## src/cfg_router_params.svh

```systemverilog
// Behaviour
// - 32-bit pointer lives at I/O 0CF8h-0CFBh, resets to zero, read/write.
// - only full DWord accesses touch the pointer; byte/word pass to hub link.
// - pointer bit 31 enables configuration access through the data window.
// - pointer bits 30:24 read zero; bits 1:0 are read-only, unchanged by writes.
// - bus zero with a non-internal device number forwards onto the hub link.
// - bus zero claims devices 0, 1, 2, 3 and 6 internally.
// - bus equal to the secondary bus number gives graphics-bus Type 0 cycle.
// - bus above secondary, up to subordinate, gives graphics-bus Type 1 cycle.
// - non-zero bus outside secondary..subordinate gives hub-link Type 1 cycle.
// - graphics Type 0 drives one IDSEL line, line 16 plus device number.
// - device above 15 runs Type 0 without IDSEL; master abort is reported.
// - device number goes to address bits 15:11, except graphics Type 0 where bits 15:11 are zero.
// - function number goes to address bits 10:8 on both interfaces.
// - internal device accesses with non-zero function number are ignored.
// - register number goes to address bits 7:2 on both interfaces.
// - data window 0CFCh-0CFFh turns accesses into config cycles when enabled.
// - hub-link Type 1 address is pointer bits 31:2 with bits 1:0 set to 01.
`ifndef CFG_ROUTER_PARAMS_SVH
`define CFG_ROUTER_PARAMS_SVH

// ----------------------------------------------------------------------
// register map and layout
// ----------------------------------------------------------------------
`define CFG_PTR_IO_ADDR 16'h0CF8
`define CFG_WINDOW_IO_ADDR 16'h0CFC
`define CFG_PTR_RESET 32'h00000000
`define CFG_PTR_WR_MASK 32'h80FFFFFC
`define CFG_ENABLE_BIT 31
`define CFG_FULL_BE 4'hF
`define CFG_NO_TARGET_DATA 32'hFFFFFFFF
`define CFG_INTERNAL_DEV_MASK 32'h0000004F
`define CFG_HUB_TYPE0_CODE 2'h0
`define CFG_TYPE1_CODE 2'h1
`define CFG_IDSEL_ONE 16'h0001

`endif

```

## src/cfg_router_pkg.sv

```systemverilog
package cfg_router_pkg;

  // ----------------------------------------------------------------------
  // enumerations
  // ----------------------------------------------------------------------
  typedef enum logic [1:0] {
    ST_IDLE = 2'h0,
    ST_WAIT = 2'h1,
    ST_DONE = 2'h3
  } phase_e;

  typedef enum logic [2:0] {
    RT_IGNORE = 3'h0,
    RT_INTERNAL = 3'h1,
    RT_HUB_T0 = 3'h2,
    RT_HUB_T1 = 3'h3,
    RT_GPB_T0 = 3'h4,
    RT_GPB_T1 = 3'h5
  } route_e;

  typedef enum logic [1:0] {
    TGT_NONE = 2'h0,
    TGT_HUB = 2'h1,
    TGT_GPB = 2'h2,
    TGT_INT = 2'h3
  } target_e;

  // ----------------------------------------------------------------------
  // carriers
  // ----------------------------------------------------------------------
  typedef struct packed {
    logic write;
    logic [15:0] addr;
    logic [3:0] be;
    logic [31:0] wdata;
  } io_req_s;

  typedef struct packed {
    logic cfg;
    logic write;
    logic [31:0] addr;
    logic [3:0] be;
    logic [31:0] wdata;
  } hub_link_req_s;

  typedef struct packed {
    logic type1;
    logic write;
    logic [31:0] graphics_port_ad_lines;
    logic [3:0] be;
    logic [31:0] wdata;
  } graphics_port_bus_req_s;

  typedef struct packed {
    logic write;
    logic [4:0] dev;
    logic [5:0] reg_num;
    logic [3:0] be;
    logic [31:0] wdata;
  } internal_req_s;

  typedef struct packed {
    route_e route;
    logic [31:0] hub_addr;
    logic [31:0] gpb_ad;
    logic no_idsel;
  } route_s;

  typedef struct packed {
    logic [31:0] value;
  } ptr_st_s;

  typedef struct packed {
    phase_e phase;
    target_e target;
    logic no_idsel;
    logic abort;
    hub_link_req_s hub;
    graphics_port_bus_req_s gpb;
    internal_req_s internal;
    logic [31:0] rdata;
  } router_st_s;

endpackage

```

## src/cfg_pointer_reg.sv

```systemverilog
`timescale 1ns/1ps
`include "cfg_router_params.svh"

module cfg_pointer_reg
(
  input wire logic clk_sys,
  input wire logic rst,
  input wire logic wr_en,
  input wire logic [31:0] wdata,
  output logic [31:0] cfg_cycle_pointer
);

  cfg_router_pkg::ptr_st_s st;
  cfg_router_pkg::ptr_st_s next_st;

  // ----------------------------------------------------------------------
  // pointer storage
  // ----------------------------------------------------------------------
  // only writable bits take the new value, the rest hold zero
  always_comb
  begin
    next_st = st;
    if (wr_en)
    begin
      next_st.value = wdata & `CFG_PTR_WR_MASK;
    end
  end

  // clear to zero on reset
  always_ff @(posedge clk_sys)
  begin
    if (rst)
    begin
      st <= '{value: `CFG_PTR_RESET};
    end
    else
    begin
      st <= next_st;
    end
  end

  assign cfg_cycle_pointer = st.value;

endmodule

```

## src/cfg_route_decode.sv

```systemverilog
`timescale 1ns/1ps
`include "cfg_router_params.svh"

module cfg_route_decode
(
  input wire logic [31:0] cfg_cycle_pointer,
  input wire logic [7:0] secondary_bus,
  input wire logic [7:0] subordinate_bus,
  output cfg_router_pkg::route_s route
);

  logic [7:0] bus_num;
  logic [4:0] dev_num;
  logic [2:0] func_num;
  logic [15:0] idsel;
  logic [31:0] internal_mask;

  assign bus_num = cfg_cycle_pointer[23:16];
  assign dev_num = cfg_cycle_pointer[15:11];
  assign func_num = cfg_cycle_pointer[10:8];
  assign internal_mask = `CFG_INTERNAL_DEV_MASK;

  // ----------------------------------------------------------------------
  // target selection and address formatting
  // ----------------------------------------------------------------------
  // one-hot idsel for devices 0..15, none above
  always_comb
  begin
    idsel = '0;
    if (!dev_num[4])
    begin
      idsel = `CFG_IDSEL_ONE << dev_num[3:0];
    end
  end

  // pick the destination from bus and device numbers
  always_comb
  begin
    route.route = cfg_router_pkg::RT_HUB_T1;
    if (bus_num == 8'h00)
    begin
      if (internal_mask[dev_num])
      begin
        if (func_num != 3'h0)
        begin
          route.route = cfg_router_pkg::RT_IGNORE;
        end
        else
        begin
          route.route = cfg_router_pkg::RT_INTERNAL;
        end
      end
      else
      begin
        route.route = cfg_router_pkg::RT_HUB_T0;
      end
    end
    else if (bus_num == secondary_bus)
    begin
      route.route = cfg_router_pkg::RT_GPB_T0;
    end
    else if (bus_num > secondary_bus && bus_num <= subordinate_bus)
    begin
      route.route = cfg_router_pkg::RT_GPB_T1;
    end
    // hub link: device, function and register fields kept in place
    if (route.route == cfg_router_pkg::RT_HUB_T1)
    begin
      route.hub_addr = {cfg_cycle_pointer[31:2], `CFG_TYPE1_CODE};
    end
    else
    begin
      route.hub_addr = {8'h00, cfg_cycle_pointer[23:2],
                        `CFG_HUB_TYPE0_CODE};
    end
    // graphics bus: type 0 carries idsel on the upper lines
    if (route.route == cfg_router_pkg::RT_GPB_T0)
    begin
      route.gpb_ad = {idsel, 5'h00, cfg_cycle_pointer[10:2],
                      `CFG_HUB_TYPE0_CODE};
    end
    else
    begin
      route.gpb_ad = {8'h00, cfg_cycle_pointer[23:2],
                      `CFG_TYPE1_CODE};
    end
    route.no_idsel = dev_num[4];
  end

endmodule

```

## src/config_cycle_address_router.sv

```systemverilog
`timescale 1ns/1ps
`include "cfg_router_params.svh"

module config_cycle_address_router
(
  input wire logic clk_sys,
  input wire logic rst,
  // processor i/o request
  input wire logic io_valid,
  input cfg_router_pkg::io_req_s io_req,
  output logic io_ready,
  output logic io_ack,
  output logic [31:0] io_rdata,
  // bus numbers held by the virtual bridge
  input wire logic [7:0] secondary_bus,
  input wire logic [7:0] subordinate_bus,
  // hub link
  output logic hub_link_valid,
  output cfg_router_pkg::hub_link_req_s hub_link_req,
  input wire logic hub_link_done,
  input wire logic [31:0] hub_link_rdata,
  // graphics port bus
  output logic graphics_port_bus_valid,
  output cfg_router_pkg::graphics_port_bus_req_s graphics_port_bus_req,
  input wire logic graphics_port_bus_done,
  input wire logic [31:0] graphics_port_bus_rdata,
  output logic cfg_master_abort,
  // internal configuration devices
  output logic internal_valid,
  output cfg_router_pkg::internal_req_s internal_req,
  input wire logic internal_done,
  input wire logic [31:0] internal_rdata,
  // pointer contents for the rest of the device
  output logic [31:0] cfg_cycle_pointer,
  output logic cfg_access_enable
);

  cfg_router_pkg::router_st_s st;
  cfg_router_pkg::router_st_s next_st;
  cfg_router_pkg::route_s route;
  logic is_ptr;
  logic is_window;
  logic full_dword;
  logic take;
  logic ptr_wr;

  // ----------------------------------------------------------------------
  // pointer register and route decoder
  // ----------------------------------------------------------------------
  cfg_pointer_reg i_cfg_pointer_reg
  (
    .clk_sys(clk_sys),
    .rst(rst),
    .wr_en(ptr_wr),
    .wdata(io_req.wdata),
    .cfg_cycle_pointer(cfg_cycle_pointer)
  );

  cfg_route_decode i_cfg_route_decode
  (
    .cfg_cycle_pointer(cfg_cycle_pointer),
    .secondary_bus(secondary_bus),
    .subordinate_bus(subordinate_bus),
    .route(route)
  );

  // ----------------------------------------------------------------------
  // request classification
  // ----------------------------------------------------------------------
  // address decode of the two i/o locations
  assign cfg_access_enable = cfg_cycle_pointer[`CFG_ENABLE_BIT];
  assign is_ptr = io_req.addr == `CFG_PTR_IO_ADDR;
  assign is_window = io_req.addr == `CFG_WINDOW_IO_ADDR;
  assign full_dword = io_req.be == `CFG_FULL_BE;
  assign io_ready = st.phase == cfg_router_pkg::ST_IDLE;
  assign take = io_valid && io_ready;
  // pointer latches only on a full dword write
  assign ptr_wr = take && is_ptr && full_dword && io_req.write;

  // ----------------------------------------------------------------------
  // transfer sequencer
  // ----------------------------------------------------------------------
  // one access at a time: accept, wait for the target, answer
  always_comb
  begin
    next_st = st;
    unique case (st.phase)
      cfg_router_pkg::ST_IDLE:
      begin
        next_st.abort = 1'b0;
        if (take)
        begin
          next_st.phase = cfg_router_pkg::ST_DONE;
          next_st.target = cfg_router_pkg::TGT_NONE;
          next_st.rdata = `CFG_NO_TARGET_DATA;
          next_st.no_idsel = 1'b0;
          if (is_ptr && full_dword)
          begin
            // pointer access completes locally
            next_st.rdata = io_req.write ? 32'h00000000
                                         : cfg_cycle_pointer;
          end
          else if (is_ptr)
          begin
            // partial access passes through as plain i/o
            next_st.phase = cfg_router_pkg::ST_WAIT;
            next_st.target = cfg_router_pkg::TGT_HUB;
            next_st.hub.cfg = 1'b0;
            next_st.hub.write = io_req.write;
            next_st.hub.addr = {16'h0000, io_req.addr};
            next_st.hub.be = io_req.be;
            next_st.hub.wdata = io_req.wdata;
          end
          else if (is_window && cfg_access_enable)
          begin
            unique case (route.route)
              cfg_router_pkg::RT_INTERNAL:
              begin
                next_st.phase = cfg_router_pkg::ST_WAIT;
                next_st.target = cfg_router_pkg::TGT_INT;
                next_st.internal.write = io_req.write;
                next_st.internal.dev = cfg_cycle_pointer[15:11];
                next_st.internal.reg_num = cfg_cycle_pointer[7:2];
                next_st.internal.be = io_req.be;
                next_st.internal.wdata = io_req.wdata;
              end
              cfg_router_pkg::RT_HUB_T0, cfg_router_pkg::RT_HUB_T1:
              begin
                next_st.phase = cfg_router_pkg::ST_WAIT;
                next_st.target = cfg_router_pkg::TGT_HUB;
                next_st.hub.cfg = 1'b1;
                next_st.hub.write = io_req.write;
                next_st.hub.addr = route.hub_addr;
                next_st.hub.be = io_req.be;
                next_st.hub.wdata = io_req.wdata;
              end
              cfg_router_pkg::RT_GPB_T0, cfg_router_pkg::RT_GPB_T1:
              begin
                next_st.phase = cfg_router_pkg::ST_WAIT;
                next_st.target = cfg_router_pkg::TGT_GPB;
                next_st.gpb.type1 = route.route == cfg_router_pkg::RT_GPB_T1;
                next_st.gpb.write = io_req.write;
                next_st.gpb.graphics_port_ad_lines = route.gpb_ad;
                next_st.gpb.be = io_req.be;
                next_st.gpb.wdata = io_req.wdata;
                next_st.no_idsel = route.no_idsel &&
                  route.route == cfg_router_pkg::RT_GPB_T0;
              end
              default:
              begin
                // ignored internal function: answer with no-target data
                next_st.target = cfg_router_pkg::TGT_NONE;
              end
            endcase
          end
          else
          begin
            // disabled window or foreign address: no cycle anywhere
            next_st.target = cfg_router_pkg::TGT_NONE;
          end
        end
      end
      cfg_router_pkg::ST_WAIT:
      begin
        // capture the answer of whichever target was started
        unique case (st.target)
          cfg_router_pkg::TGT_HUB:
          begin
            if (hub_link_done)
            begin
              next_st.phase = cfg_router_pkg::ST_DONE;
              next_st.rdata = hub_link_rdata;
            end
          end
          cfg_router_pkg::TGT_GPB:
          begin
            if (graphics_port_bus_done)
            begin
              next_st.phase = cfg_router_pkg::ST_DONE;
              next_st.rdata = graphics_port_bus_rdata;
              next_st.abort = st.no_idsel;
            end
          end
          cfg_router_pkg::TGT_INT:
          begin
            if (internal_done)
            begin
              next_st.phase = cfg_router_pkg::ST_DONE;
              next_st.rdata = internal_rdata;
            end
          end
          default:
          begin
            next_st.phase = cfg_router_pkg::ST_DONE;
          end
        endcase
      end
      cfg_router_pkg::ST_DONE:
      begin
        next_st.phase = cfg_router_pkg::ST_IDLE;
        next_st.target = cfg_router_pkg::TGT_NONE;
      end
      default:
      begin
        next_st.phase = cfg_router_pkg::ST_IDLE;
      end
    endcase
  end

  // state register with defined reset values
  always_ff @(posedge clk_sys)
  begin
    if (rst)
    begin
      st <= '0;
    end
    else
    begin
      st <= next_st;
    end
  end

  // ----------------------------------------------------------------------
  // outputs
  // ----------------------------------------------------------------------
  // request strobes stand while waiting on the chosen target
  assign hub_link_valid = st.phase == cfg_router_pkg::ST_WAIT &&
                          st.target == cfg_router_pkg::TGT_HUB;
  assign graphics_port_bus_valid = st.phase == cfg_router_pkg::ST_WAIT &&
                                   st.target == cfg_router_pkg::TGT_GPB;
  assign internal_valid = st.phase == cfg_router_pkg::ST_WAIT &&
                          st.target == cfg_router_pkg::TGT_INT;
  assign hub_link_req = st.hub;
  assign graphics_port_bus_req = st.gpb;
  assign internal_req = st.internal;

  // answer to the processor, one cycle
  assign io_ack = st.phase == cfg_router_pkg::ST_DONE;
  assign io_rdata = st.rdata;
  assign cfg_master_abort = io_ack && st.abort;

endmodule

```

## config.mk

```make
export PLATFORM = sky130hd
export DESIGN_NAME = config_cycle_address_router
export DESIGN_NICKNAME = d
export VERILOG_FILES = /design/src/cfg_router_pkg.sv /design/src/cfg_pointer_reg.sv /design/src/cfg_route_decode.sv /design/src/config_cycle_address_router.sv
export VERILOG_INCLUDE_DIRS = /design/src /design/src/src
export SDC_FILE = /design/constraint.sdc
export NUM_CORES = 1
export LEC_CHECK = 0
export BUFFER_PORTS_ARGS = -buffer_cell sky130_fd_sc_hd__buf_2
export CORE_AREA = 2 2 167 169
export CTS_BUF_LIST = sky130_fd_sc_hd__clkbuf_16
export CTS_CLUSTER_DIAMETER = 200
export DETAILED_ROUTE_END_ITERATION = 16
export DIE_AREA = 0 0 169 171
export GPL_ROUTABILITY_DRIVEN = 0
export PLACE_DENSITY_LB_ADDON = 0.08
export SETUP_SLACK_MARGIN = 0.05
export SYNTH_ARGS = -nofsm -noshare
export SYNTH_HDL_FRONTEND = slang
export SYNTH_SLANG_ARGS = --single-unit
```

## constraint.sdc

```tcl
create_clock -name clk_sys -period 2.8 [get_ports clk_sys]
set_input_delay 0.56 -clock clk_sys [delete_from_list [all_inputs] [get_ports clk_sys]]
set_output_delay 0.56 -clock clk_sys [all_outputs]
set_load 0.01 [all_outputs]
```

# Word level (Yosys, flattened, before mapping)
# Memories as Yosys holds them, arrays and structs flattened. A register that Yosys moved wholly into a read port is not among the register bits.
# Index checks and enable logic that the tools add are counted.
# op_classes
magnitude_cmp,3
bitwise,2
mux,43
n_reduce_logical,30
n_shift,1
n_eq_ne,21
# op_table
op,count
2-to-1 mux 32 bit,8
2-to-1 mux 70 bit,3
2-to-1 mux 188 bit,1
one-hot mux 32 bit (3 select lines),1
one-hot mux 32 bit (2 select lines),1
2-to-1 mux 48 bit,1
== test 16 x 12 -> 1 bit (second input constant),2
2-to-1 mux 5 bit,4
AND reduction 6 bit,3
2-to-1 mux 16 bit,1
left shift 1 x 4 -> 16 bit (first input constant),1
2-to-1 mux 2 bit,7
logical AND 1 bit,12
one-hot mux 2 bit (3 select lines),2
2-to-1 mux 3 bit,3
inequality test 3 bit (second input constant),3
== test 8 bit,1
> comparator 8 bit,1
less-or-equal comparator 8 bit,1
zero test 8 bit,1
one-hot mux 2 bit (2 select lines),2
nonzero test 2 bit,4
2-to-1 mux 1 bit,7
== test 2 bit (second input constant),3
20 further kinds,27
# word_totals
rom_bits,32
word_cells,122
ff_bits,249
memories,1
# mem_list
memory,words,width,rd,rd_ports_with_merged_regs,wr,line,source
(no name shown),32,1,1,1,0,cfg_route_decode.sv:42,if (internal_mask[dev_num])

# Logic depth before layout (Yosys ltp)
# Gate-level depths: netlist (run 1).
# logic_depth
depth_word,13
ltp_mapped,11
mapped_depth_nobuf,9

# Cells and area by module
# From an unflattened synthesis (run 1), not the netlist that was laid out.
# hier_totals
hier_cells,1578
area_unflattened_um2,13701.9
# modules_own_cells
module,cells_each,area_per_inst_um2,n_inst
config_cycle_address_router,1326,11716.2,1
cfg_route_decode,168,1078.5,1
cfg_pointer_reg,84,907.1,1

# Least setup slack after synthesis (run 1)
# OpenSTA, ideal clock, no wires.
# synth_timing
path_kind,input to register
startpoint,input secondary_bus[1]
endpoint,"register st, in the netlist graphics_port_bus_req[68]"
n_path_buf,2
arrival_time_ps,2293
required_time_ps,2730
cell_stages,11
setup_ps,70
path_slack_ps,437
cell_sequence,inv_1 > ha_1 > nor2b_1 > o211ai_1 > a21o_1 > a211oi_1 > o211a_1 > buf_2 > buf_2 > nand2_1 > a21oi_1
# synth_between
elab_chain_cells,8
# synth_rtl
element,line,source
start: declaration,config_cycle_address_router.sv:15,"input wire logic [7:0] secondary_bus,"
> comparator 8 bit,cfg_route_decode.sv:62,else if (bus_num > secondary_bus && bus_num <= subordinate_bus)
logical AND 1 bit,cfg_route_decode.sv:62,
2-to-1 mux 3 bit,cfg_route_decode.sv:62,
2-to-1 mux 3 bit *,cfg_route_decode.sv:58,else if (bus_num == secondary_bus)
2-to-1 mux 3 bit *,cfg_route_decode.sv:40,if (bus_num == 8'h00)
== test 3 bit,config_cycle_address_router.sv:116,unique case (route.route)
OR reduction 2 bit *,--,
AND reduction 6 bit (no source line) *,--,
end signal: assignment,config_cycle_address_router.sv:219,st <= next_st;
end: declaration,config_cycle_address_router.sv:38,cfg_router_pkg::router_st_s st;
# Every way passes the cells marked *; elsewhere a longest branch is shown, timed or not.
# A chain may end at the register's enable or synchronous reset.

# Worst setup path in the final report (run 1)
# layout_timing
startpoint,"register i_cfg_pointer_reg.st, in the netlist i_cfg_pointer_reg.cfg_cycle_pointer[16]"
endpoint,"register st, in the netlist hub_link_req[33]"
# layout_between
elab_chain_cells,9
# layout_rtl
element,line,source
start: declaration,cfg_pointer_reg.sv:13,cfg_router_pkg::ptr_st_s st;
start signal: assignment,cfg_pointer_reg.sv:34,st <= '{value: `CFG_PTR_RESET};
start signal: assignment,cfg_pointer_reg.sv:38,st <= next_st;
> comparator 8 bit / less-or-equal comparator 8 bit (equally long branches),cfg_route_decode.sv:62,
logical AND 1 bit,cfg_route_decode.sv:62,
2-to-1 mux 3 bit,cfg_route_decode.sv:62,
2-to-1 mux 3 bit,cfg_route_decode.sv:58,
2-to-1 mux 3 bit *,cfg_route_decode.sv:40,
== test 3 x 2 -> 1 bit,config_cycle_address_router.sv:116,
OR reduction 2 bit *,--,
nonzero test 2 bit (no source line) *,--,
AND reduction 5 bit (no source line) *,--,
# Marked as above.

==> out/summary.txt, run 1 <==
Clock root cell -> clkbuf_16
Final Hold Vio Count -> 0
Power per cell area -> 542 mW/mm²
Synth async-reset ratio -> 0%
Tcrit/Tclk final -> 90.3%
Largest area contributor in the netlist -> dfxtp_1
CP Max Fanout -> 34
Number of global-route vias before repair -> 9899
Die H -> 171 µm
Cts bufs inserted -> 26
Post-synth EDFFs -> 0
WS Path Type -> flop to flop
Routed vias -> 10800
GR Overflow Total -> 0
H-tree Lvls -> 1
Minimum clock period -> 2530 ps
Synth Register Bits -> 242
Vias per inst -> 5.14
Die area -> 0.0289 mm²
Fmax -> 0.395 GHz
CTS Buffer Depth -> 3
TritonCTS clock tree -> built
CP required -> 3260 ps
Gr usage total -> 26.0%
Avg WL per Cell -> 18.7 µm
Fin cells -> 2109
Placed cell count -> 2062
Initial DRC count -> 672
Initial antenna violation count -> 3
Final HPWL DP -> 29300 µm
Crit path capture type -> flop
Syn_area_per_cell -> 7.90 µm²
P&R area growth vs syn -> 13.0%
Leak -> 0.00618 µW
Register area share after synthesis -> 38.5%
Final Util -> 52.0%
Largest net degree at the start of global routing -> 99
Worst path cell trace -> inv_1 -> ha_1 -> nand4_1 -> nor2_1 -> a21oi_1 -> a211o_1 -> a311oi_4 -> buf_12 -> buf_12 -> nand3b_1 -> o21ai_0
Max-cap violations -> 0
Nets -> 1931
CP max stage cell -> a211o_1
Final slew viol count -> 0
Multi-input gate area -> 0.00536 mm²
Hold_buf cts -> 0
Largest stage delay, worst path -> 390 ps
RSZ-0062 raised after global routing -> no
# Post-CTS Setup Buffers -> 0
Drt pass-1 iters -> 5
Antenna Violating Nets Remaining -> 0
Clock Latency Late Sink -> 540 ps
Initial Util -> 46.0%
Post-Synthesis Cells -> 1592
Number of port buffers -> 412
CP startpoint kind -> flop
Top_reg_cell synth -> dfxtp_1
Top cell type's share of synthesized area -> 38.5%
Worst hold path class -> input port to flop
Crit path DAT -> 2990 ps
Detailed-route DRC error count -> 0
FILL cells -> 2755
Global-route wire length before repair -> 58400 µm
Clk sinks -> 242
Hold_ws -> 289 ps
FF/Latch Area -> 0.00485 mm²
I/O pin cnt -> 430
Power Total -> 7710 µW
Die X -> 169 µm
Synth area leaders -> dfxtp_1 39%, buf_4 15%, nand2_1 8.9%
Slew margin rel. -> 45.6%
Peak VDD IR -> 0.289 mV
Tightest Pin Transition -> 815 ps
Outcome -> finished, final reports clean
Worst-path clk slew -> 60 ps
Synth unique cells -> 56
Fraction of layout cells with a size suffix above 1 -> 30.0%
# rows -> 61
Core area -> 0.0273 mm²
Commonest non-fill, non-tap cell in the layout -> buf_2
Yosys Warn Count -> 0
Skew final -> 19.5 ps
Setup Viol. Count Final -> 0
WL final -> 39500 µm
Synth Cell Area -> 0.0126 mm²
Commonest cells after routing, fill and taps aside -> 411 x buf_2, 299 x nand2_1, 240 x dfxtp_1
CP most frequent cell -> buf_12
[worst paths after layout]
kind / start / endpoint / slack [ps] / cells past startpoint
worst max-delay path: i_cfg_pointer_reg.cfg_cycle_pointer[16] / hub_link_req[33] / 270 / 11
worst min-delay path: io_req[24] / graphics_port_bus_req[24] / 290 / 3
worst max register to register: i_cfg_pointer_reg.cfg_cycle_pointer[16] / hub_link_req[33] / 270 / 11
worst min register to register: internal_req[28] / internal_req[28] / 450 / 2
[cell type report]
| class | instances | area share [%] |
|---|---|---|
| Multi-Input combinational cell | 979 | 37.7 |
| Tap cell | 346 | 3.05 |
| Clock inverter | 18 | 1.28 |
| Inverter | 24 | 0.634 |
| Sequential cell | 242 | 34.1 |
| Clock buffer | 27 | 4.75 |
| Antenna cell | 2 | 0.0352 |
| Timing Repair Buffer | 471 | 18.5 |
[where the power goes]
part | internal [µW] | total, µW | switching [µW]
logic | 277 | 659 | 382
clock network | 2100 | 3500 | 1410
registers | 3510 | 3550 | 36.9
[metal layers]
metal | global-route usage, % | vias to the layer above | wire length (µm)
met5 | 0 | - | 18
met1 | 32.7 | 4979 | 16300
li1 | - | 5373 | -
met3 | 5.88 | 78 | 3160
met2 | 43.1 | 415 | 18500
met4 | 11.2 | 2 | 1580
[critical path: cells and delay by family (launching register included)]
family          cells  cell delay [ps]
compound gates      4              840
buf+inv             3              610
flops               1              340
fa+ha+maj           1              340
simple gates        3              310
[synthesized netlist by cell type, types with 2 or more instances]
| cell | n |
|---|---|
| dfxtp_1 | 242 |
| nand4_1 | 7 |
| nor3b_1 | 4 |
| buf_1 | 9 |
| nand3b_1 | 64 |
| or3_1 | 2 |
| inv_1 | 24 |
| clkbuf_2 | 2 |
| nor3_1 | 28 |
| nand2b_1 | 63 |
| a221oi_1 | 22 |
| a211oi_1 | 13 |
| o21ai_1 | 4 |
| and3b_1 | 2 |
| a211o_1 | 2 |
| nor4_1 | 4 |
| mux2i_1 | 33 |
| buf_4 | 258 |
| clkbuf_1 | 65 |
| and4_1 | 3 |
| o32a_1 | 7 |
| nand2_1 | 299 |
| buf_6 | 2 |
| nor2b_1 | 4 |
| o21ai_0 | 82 |
| a2111oi_0 | 2 |
| and2_1 | 3 |
| a21o_1 | 2 |
| a31oi_1 | 3 |
| o211ai_1 | 4 |
| nor3_2 | 2 |
| nor4_2 | 2 |
| a21oi_1 | 175 |
| nor2_1 | 68 |
| buf_2 | 27 |
| and3_1 | 4 |
| ha_1 | 16 |
| nand3_1 | 21 |
[kinds of logic (layout without fill, tap and decap cells)]
logic type,count (synthesis),in the layout,share of synthesized area [%]
multiplexers,33,33,2.63
AO/OA/AOI/OAI,323,323,14.6
buffers and inverters,387,540,19.7
adder cells (fa/ha/maj),16,16,1.59
flip-flops,242,242,38.5
other,1,19,0.0298
AND/OR/NAND/NOR,590,590,22.9
[registers in the layout, summed over array words and instances (netlist names), named ones only]
name	cells
internal_req	48
io_rdata	32
st	6
graphics_port_bus_req	69
hub_link_req	63
i_cfg_pointer_reg.cfg_cycle_pointer	23
[per-stage QoR]
stage | setup slack (ps) | TNS, ps | cell area (µm²)
finish | 271 | 0 | 14200
detailed placement | -34.6 | -132 | 13300
floorplan | 437 | 0 | 12600
global placement | 19.3 | 0 | 13300
CTS | 136 | 0 | 14200
global route | 110 | 0 | 14200
[timing repair]
action | 4_1_cts | 5_1_grt
resized for setup | 0 | 1
hold endpoints to repair | 0 | 0
endpoints found under the setup margin | 0 | 16
No activity file was read; power rests on OpenSTA's default activity.
==> run 2: changes to the inputs <==
Settings changed: BUFFER_PORTS_ARGS -buffer_cell sky130_fd_sc_hd__buf_2 to unset, DONT_BUFFER_PORTS set to 1, SKIP_LAST_GASP set to 1.
==> run 2 against run 1 <==
Fmax shrank 4.1%; worst hold slack lost 180 ps; wire length shrank 3.1%; first-iteration DRC count grew 0.89%; sequential share of layout area grew 6.5 points; utilization shrank 8.3 points; setup slack lost 110 ps; register-to-register slack lost 110 ps; non-clock buffer count shrank 425; critical endpoint is now graphics_port_bus_req[23].
==> out/summary.txt, run 2 (synthesis gave the netlist of run 1 again) <==
Initial antenna violation count -> 1
Worst reg2reg setup slack -> 160 ps
Final worst setup slack -> 163 ps
H-tree Lvls -> 1
Die area -> 0.0289 mm²
Worst-path clk slew -> 60 ps
P_int -> 5470 µW
Number of port buffers -> 0
Tightest Pin Transition -> 1020 ps
Clock Latency Late Sink -> 530 ps
I/O pin cnt -> 430
CTS Buffer Depth -> 3
# rows -> 61
Antenna Violating Nets Remaining -> 0
Fmax -> 0.379 GHz
Sw power -> 1640 µW
Setup Slack @ Placement -> 122 ps
WS Path Type -> flop to flop
Nets -> 1507
P&R area growth vs syn -> -5.07%
Hold_buf cts -> 0
Commonest cells after routing, fill and taps aside -> 299 x nand2_1, 238 x dfxtp_1, 175 x a21oi_1
Detailed-route DRC error count -> 0
Cts bufs inserted -> 27
GR Overflow Total -> 0
Fraction of layout cells with a size suffix above 1 -> 7.49%
Core area -> 0.0273 mm²
CP Max Fanout -> 63
Final TNS setup -> 0 ps
Setup Viol. Count Final -> 0
Initial DRC count -> 678
Cell Area, Placed -> 0.0111 mm²
Sw Ratio -> 23.1%
Global-route wire length before repair -> 55000 µm
Comb pwr share -> 4.5%
Gr usage total -> 24.8%
Clk sinks -> 242
Clock share of power -> 44.9%
CP most frequent cell -> a211oi_1
CP startpoint kind -> flop
Power per cell area -> 596 mW/mm²
Tcrit/Tclk final -> 94.2%
Drt pass-1 iters -> 5
Worst hold path class -> input port to flop
Initial Util -> 46.0%
Peak VDD IR -> 0.419 mV
Worst path cell trace -> inv_1 -> ha_1 -> nand4_1 -> nor2_1 -> a211oi_1 -> a211oi_1 -> buf_4 -> o211ai_1 -> bufbuf_16 -> nand2_1 -> a21oi_1
Fin cells -> 1682
Final slew viol count -> 0
Avg WL per Cell -> 22.8 µm
WL final -> 38300 µm
Max-cap violations -> 0
Leak -> 0.00409 µW
Flop pwr share -> 50.6%
Clock root cell -> clkbuf_16
CP required -> 3230 ps
Final Hold Vio Count -> 0
Vias per inst -> 5.56
Design area -> 0.0119 mm²
Final HPWL DP -> 26800 µm
Placed cell count -> 1636
Crit path capture type -> flop
TritonCTS clock tree -> built
Crit path DAT -> 3060 ps
Die X -> 169 µm
Max reg flops -> 69
Outcome -> finished, final reports clean
RSZ-0062 raised after global routing -> yes
CP max stage cell -> bufbuf_16
Slew margin rel. -> 31.8%
Die H -> 171 µm
Largest stage delay, worst path -> 460 ps
# diodes -> 0
Number of global-route vias before repair -> 8639
Commonest non-fill, non-tap cell in the layout -> nand2_1
Largest net degree at the start of global routing -> 285
Minimum clock period -> 2640 ps
# Post-CTS Setup Buffers -> 0
Routed vias -> 9345
Skew final -> 14.0 ps
## run 2: changes by cell type in the layout (fill, tap and decap cells not counted), sizes merged
cell,before,now
clkinvlp,2,1
bufinv,4,1
inv,30,33
clkinv,6,7
buf,470,44
bufbuf,0,1
diode,2,0
## run 2: area by class of cell
cell class                 instances  area (µm²)
sequential                       242        4850
timing repair buffer              46         442
clock inverter                    18         100
inverter                          24        90.1
tap                              346         433
fill                            2747       15400
multi-input combinational        979        5350
clock buffer                      27         676
## run 2: worst max-delay path, delay by kind of cell, from the launching register on
kind	cells	cell delay (ps)
and+or+nand+nor	3	240
AOI/OAI and AO/OA	4	760
DFF	1	310
buffers and inverters	3	890
adders and majority gates	1	300
## run 2: power by group through the flow
stage	sequential [µW]	clock, µW	combinational [µW]
after floorplan	3610	0	461
after global placement	3680	0	314
after detailed placement	3680	0	319
after CTS	3600	3260	320
after global routing	3610	3400	364
final	3600	3190	321
## run 2: per-layer routing
layer  vias to the layer above  global-route usage, %  share of wire (%)
met5                         -                      0                  0
met4                         0                   8.51                3.0
met3                        56                   7.59                9.2
met2                       371                   41.7                 48
met1                      4381                   30.1                 40
li1                       4537                      -                  -
## run 2: worst paths after layout
check / cells past startpoint / to / startpoint
worst max-delay path: 11 / graphics_port_bus_req[23] / i_cfg_pointer_reg.cfg_cycle_pointer[16]
worst min-delay path: 1 / internal_req[15] / rst
worst max register to register: 11 / graphics_port_bus_req[23] / i_cfg_pointer_reg.cfg_cycle_pointer[16]
worst min register to register: 2 / i_cfg_pointer_reg.cfg_cycle_pointer[31] / i_cfg_pointer_reg.cfg_cycle_pointer[31]
## run 2: through the flow
stage | hold WS, ps | util (%) | power [µW]
finish | 108 | 43.7 | 7110
global route | 84.5 | 43.7 | 7370
CTS | 95.7 | 43.6 | 7180
detailed placement | 446 | 40.8 | 4000
global placement | 439 | 40.8 | 3990
floorplan | 432 | - | 4070
## run 2: repair_timing
item | in CTS | in global routing
endpoints found under the setup margin | 0 | 84
gates resized for setup | 0 | 4
endpoints found under the hold margin | 0 | 0
==> run 3: changes to the inputs <==
Settings changed: GPL_TIMING_DRIVEN set to 0, RECOVER_POWER set to 100.
==> run 3 against run 2 <==
Sequential power fell by 2%; die area did not move; worst hold slack improved by 44 ps; fmax fell by 0.93%; clock skew rose by 0.83 ps; wire length rose by 12%; combinational power rose by 68%; flip-flop and latch count did not move; via count rose by 14%; sequential share of layout area fell by 3.9 points.
==> out/summary.txt, run 3 (synthesis gave the netlist of run 1 again) <==
Initial Util -> 46.0%
Clock Latency Late Sink -> 540 ps
Setup crit end -> hub_link_req[52]
Final TNS setup -> 0 ps
R2R Path Start -> i_cfg_pointer_reg.cfg_cycle_pointer[21]
Minimum clock period -> 2660 ps
Buf/Inv on CP -> 3
Final worst setup slack -> 139 ps
Core area -> 0.0273 mm²
Initial antenna violation count -> 2
Cell count of the worst reg-to-reg path -> 11
Clk sinks -> 242
# rows -> 61
Slew margin rel. -> 41.8%
Leak -> 0.00459 µW
FILL cells -> 2936
Skew final -> 14.8 ps
Detailed-route DRC error count -> 0
Number of port buffers -> 0
Final Util -> 48.5%
Fraction of layout cells with a size suffix above 1 -> 8.24%
Final Hold Vio Count -> 0
I/O pin cnt -> 430
Vias per inst -> 5.31
Hold_ws -> 152 ps
Commonest non-fill, non-tap cell in the layout -> nand2_1
Largest net degree at the start of global routing -> 20
H-tree Lvls -> 1
CP Max Fanout -> 10
P&R area growth vs syn -> 5.26%
Worst reg2reg setup slack -> 140 ps
GR Overflow Total -> 0
Fmax -> 0.376 GHz
Clock root cell -> clkbuf_16
Die H -> 171 µm
RR Endpoint -> hub_link_req[52]
Tcrit/Tclk final -> 95.1%
WS Path Type -> flop to flop
RSZ-0062 raised after global routing -> yes
Global-route wire length before repair -> 62300 µm
CTS Buffer Depth -> 3
Final HPWL DP -> 32600 µm
Commonest cells after routing, fill and taps aside -> 299 x nand2_1, 291 x clkbuf_1, 234 x dfxtp_1
Routed vias -> 10700
Max-cap violations -> 0
CP max stage cell -> dfxtp_2
Critical path depth in cells -> 11
Setup Viol. Count Final -> 0
Die area -> 0.0289 mm²
CP Launch Point -> i_cfg_pointer_reg.cfg_cycle_pointer[21]
Die X -> 169 µm
Antenna Violating Nets Remaining -> 0
CP required -> 3260 ps
Worst path cell trace -> ha_1 -> a21o_1 -> nand3_1 -> a21oi_1 -> a211o_1 -> a311oi_4 -> buf_6 -> buf_6 -> buf_4 -> nand3b_1 -> o31ai_2
CP startpoint kind -> flop
Power per cell area -> 560 mW/mm²
Largest stage delay, worst path -> 530 ps
Tightest Pin Transition -> 867 ps
TritonCTS clock tree -> built
Final slew viol count -> 0
Drt pass-1 iters -> 5
Outcome -> finished, final reports clean
Gr usage total -> 28.3%
Avg WL per Cell -> 21.4 µm
Initial DRC count -> 578
Crit path DAT -> 3120 ps
Worst-path clk slew -> 60 ps
Number of global-route vias before repair -> 10300
Nets -> 1831
Critical path's top delay family -> compound AO/OA/AOI/OAI gates
Max reg flops -> 69
Crit path capture type -> flop
Setup Slack @ Placement -> -806 ps
WL final -> 43000 µm
CP most frequent cell -> buf_6
Worst hold path class -> input port to flop
Peak VDD IR -> 0.411 mV
Cts bufs inserted -> 28
## run 3: cell types whose count changed in the layout (fill, tap and decap cells not counted), moves of 4 or more
cell      before  now
buf_2          0   15
buf_4         39   32
buf_6          1    9
clkbuf_1       0  291
clkbuf_2       0   12
clkbuf_4       0    5
dfxtp_1      238  234
dfxtp_4        0    4
## run 3: where the power goes
| group | switching, µW | internal (µW) | total [µW] |
|---|---|---|---|
| logic | 341 | 198 | 539 |
| registers | 34.4 | 3510 | 3540 |
| clock network | 1400 | 1930 | 3330 |
| total | 1780 | 5640 | 7410 |
## run 3: how the worst min path moves through the flow
stage / startpoint / to / slack (ps) / cells after the start
2_1_floorplan: graphics_port_bus_req[0] / graphics_port_bus_req[0] / 430 / 2
3_3_place_gp: graphics_port_bus_req[19] / graphics_port_bus_req[19] / 440 / 2
3_5_place_dp: internal_req[41] / internal_req[41] / 440 / 2
4_1_cts: io_req[17] / i_cfg_pointer_reg.cfg_cycle_pointer[17] / 140 / 2
5_1_grt: io_req[17] / i_cfg_pointer_reg.cfg_cycle_pointer[17] / 130 / 2
6_report: io_req[16] / i_cfg_pointer_reg.cfg_cycle_pointer[16] / 150 / 2
## run 3: area by class of cell
class / instances / area [µm²] / share of cell area, %
timing repair buffer: 8 / 72.6 / 0.548
multi-input combinational: 979 / 5360 / 40.5
clock inverter: 20 / 105 / 0.794
buffer: 361 / 1580 / 11.9
clock buffer: 29 / 726 / 5.48
inverter: 24 / 93.8 / 0.709
antenna: 3 / 7.51 / 0.0567
sequential: 242 / 4860 / 36.7
tap: 346 / 433 / 3.27
## run 3: what timing repair did
item                                   in CTS  in global routing
pin swaps                                   2                  2
buffers inserted                            3                  4
setup endpoints to repair                 139                125
gates cloned                                1                  0
hold buffers                                0                  0
resized for setup                          23                 32
endpoints found under the hold margin       0                  0
## run 3: routing by layer
| layer | global-route usage, % | vias to the layer above | wire (µm) |
|---|---|---|---|
| met5 | 0 | - | 0 |
| met4 | 10.7 | 0 | 1520 |
| met3 | 8.30 | 74 | 3790 |
| met2 | 48.6 | 435 | 20600 |
| met1 | 33.4 | 4998 | 17200 |
| li1 | - | 5183 | - |
## run 3: metrics by stage
step,total power (µW),cell area (µm²),std cells
final,7410,13200,2012
after floorplan,4070,12600,1608
after CTS,7520,14000,2006
after global routing,7690,13200,2012
after detailed placement,4200,13100,1954
after global placement,4190,13100,1954
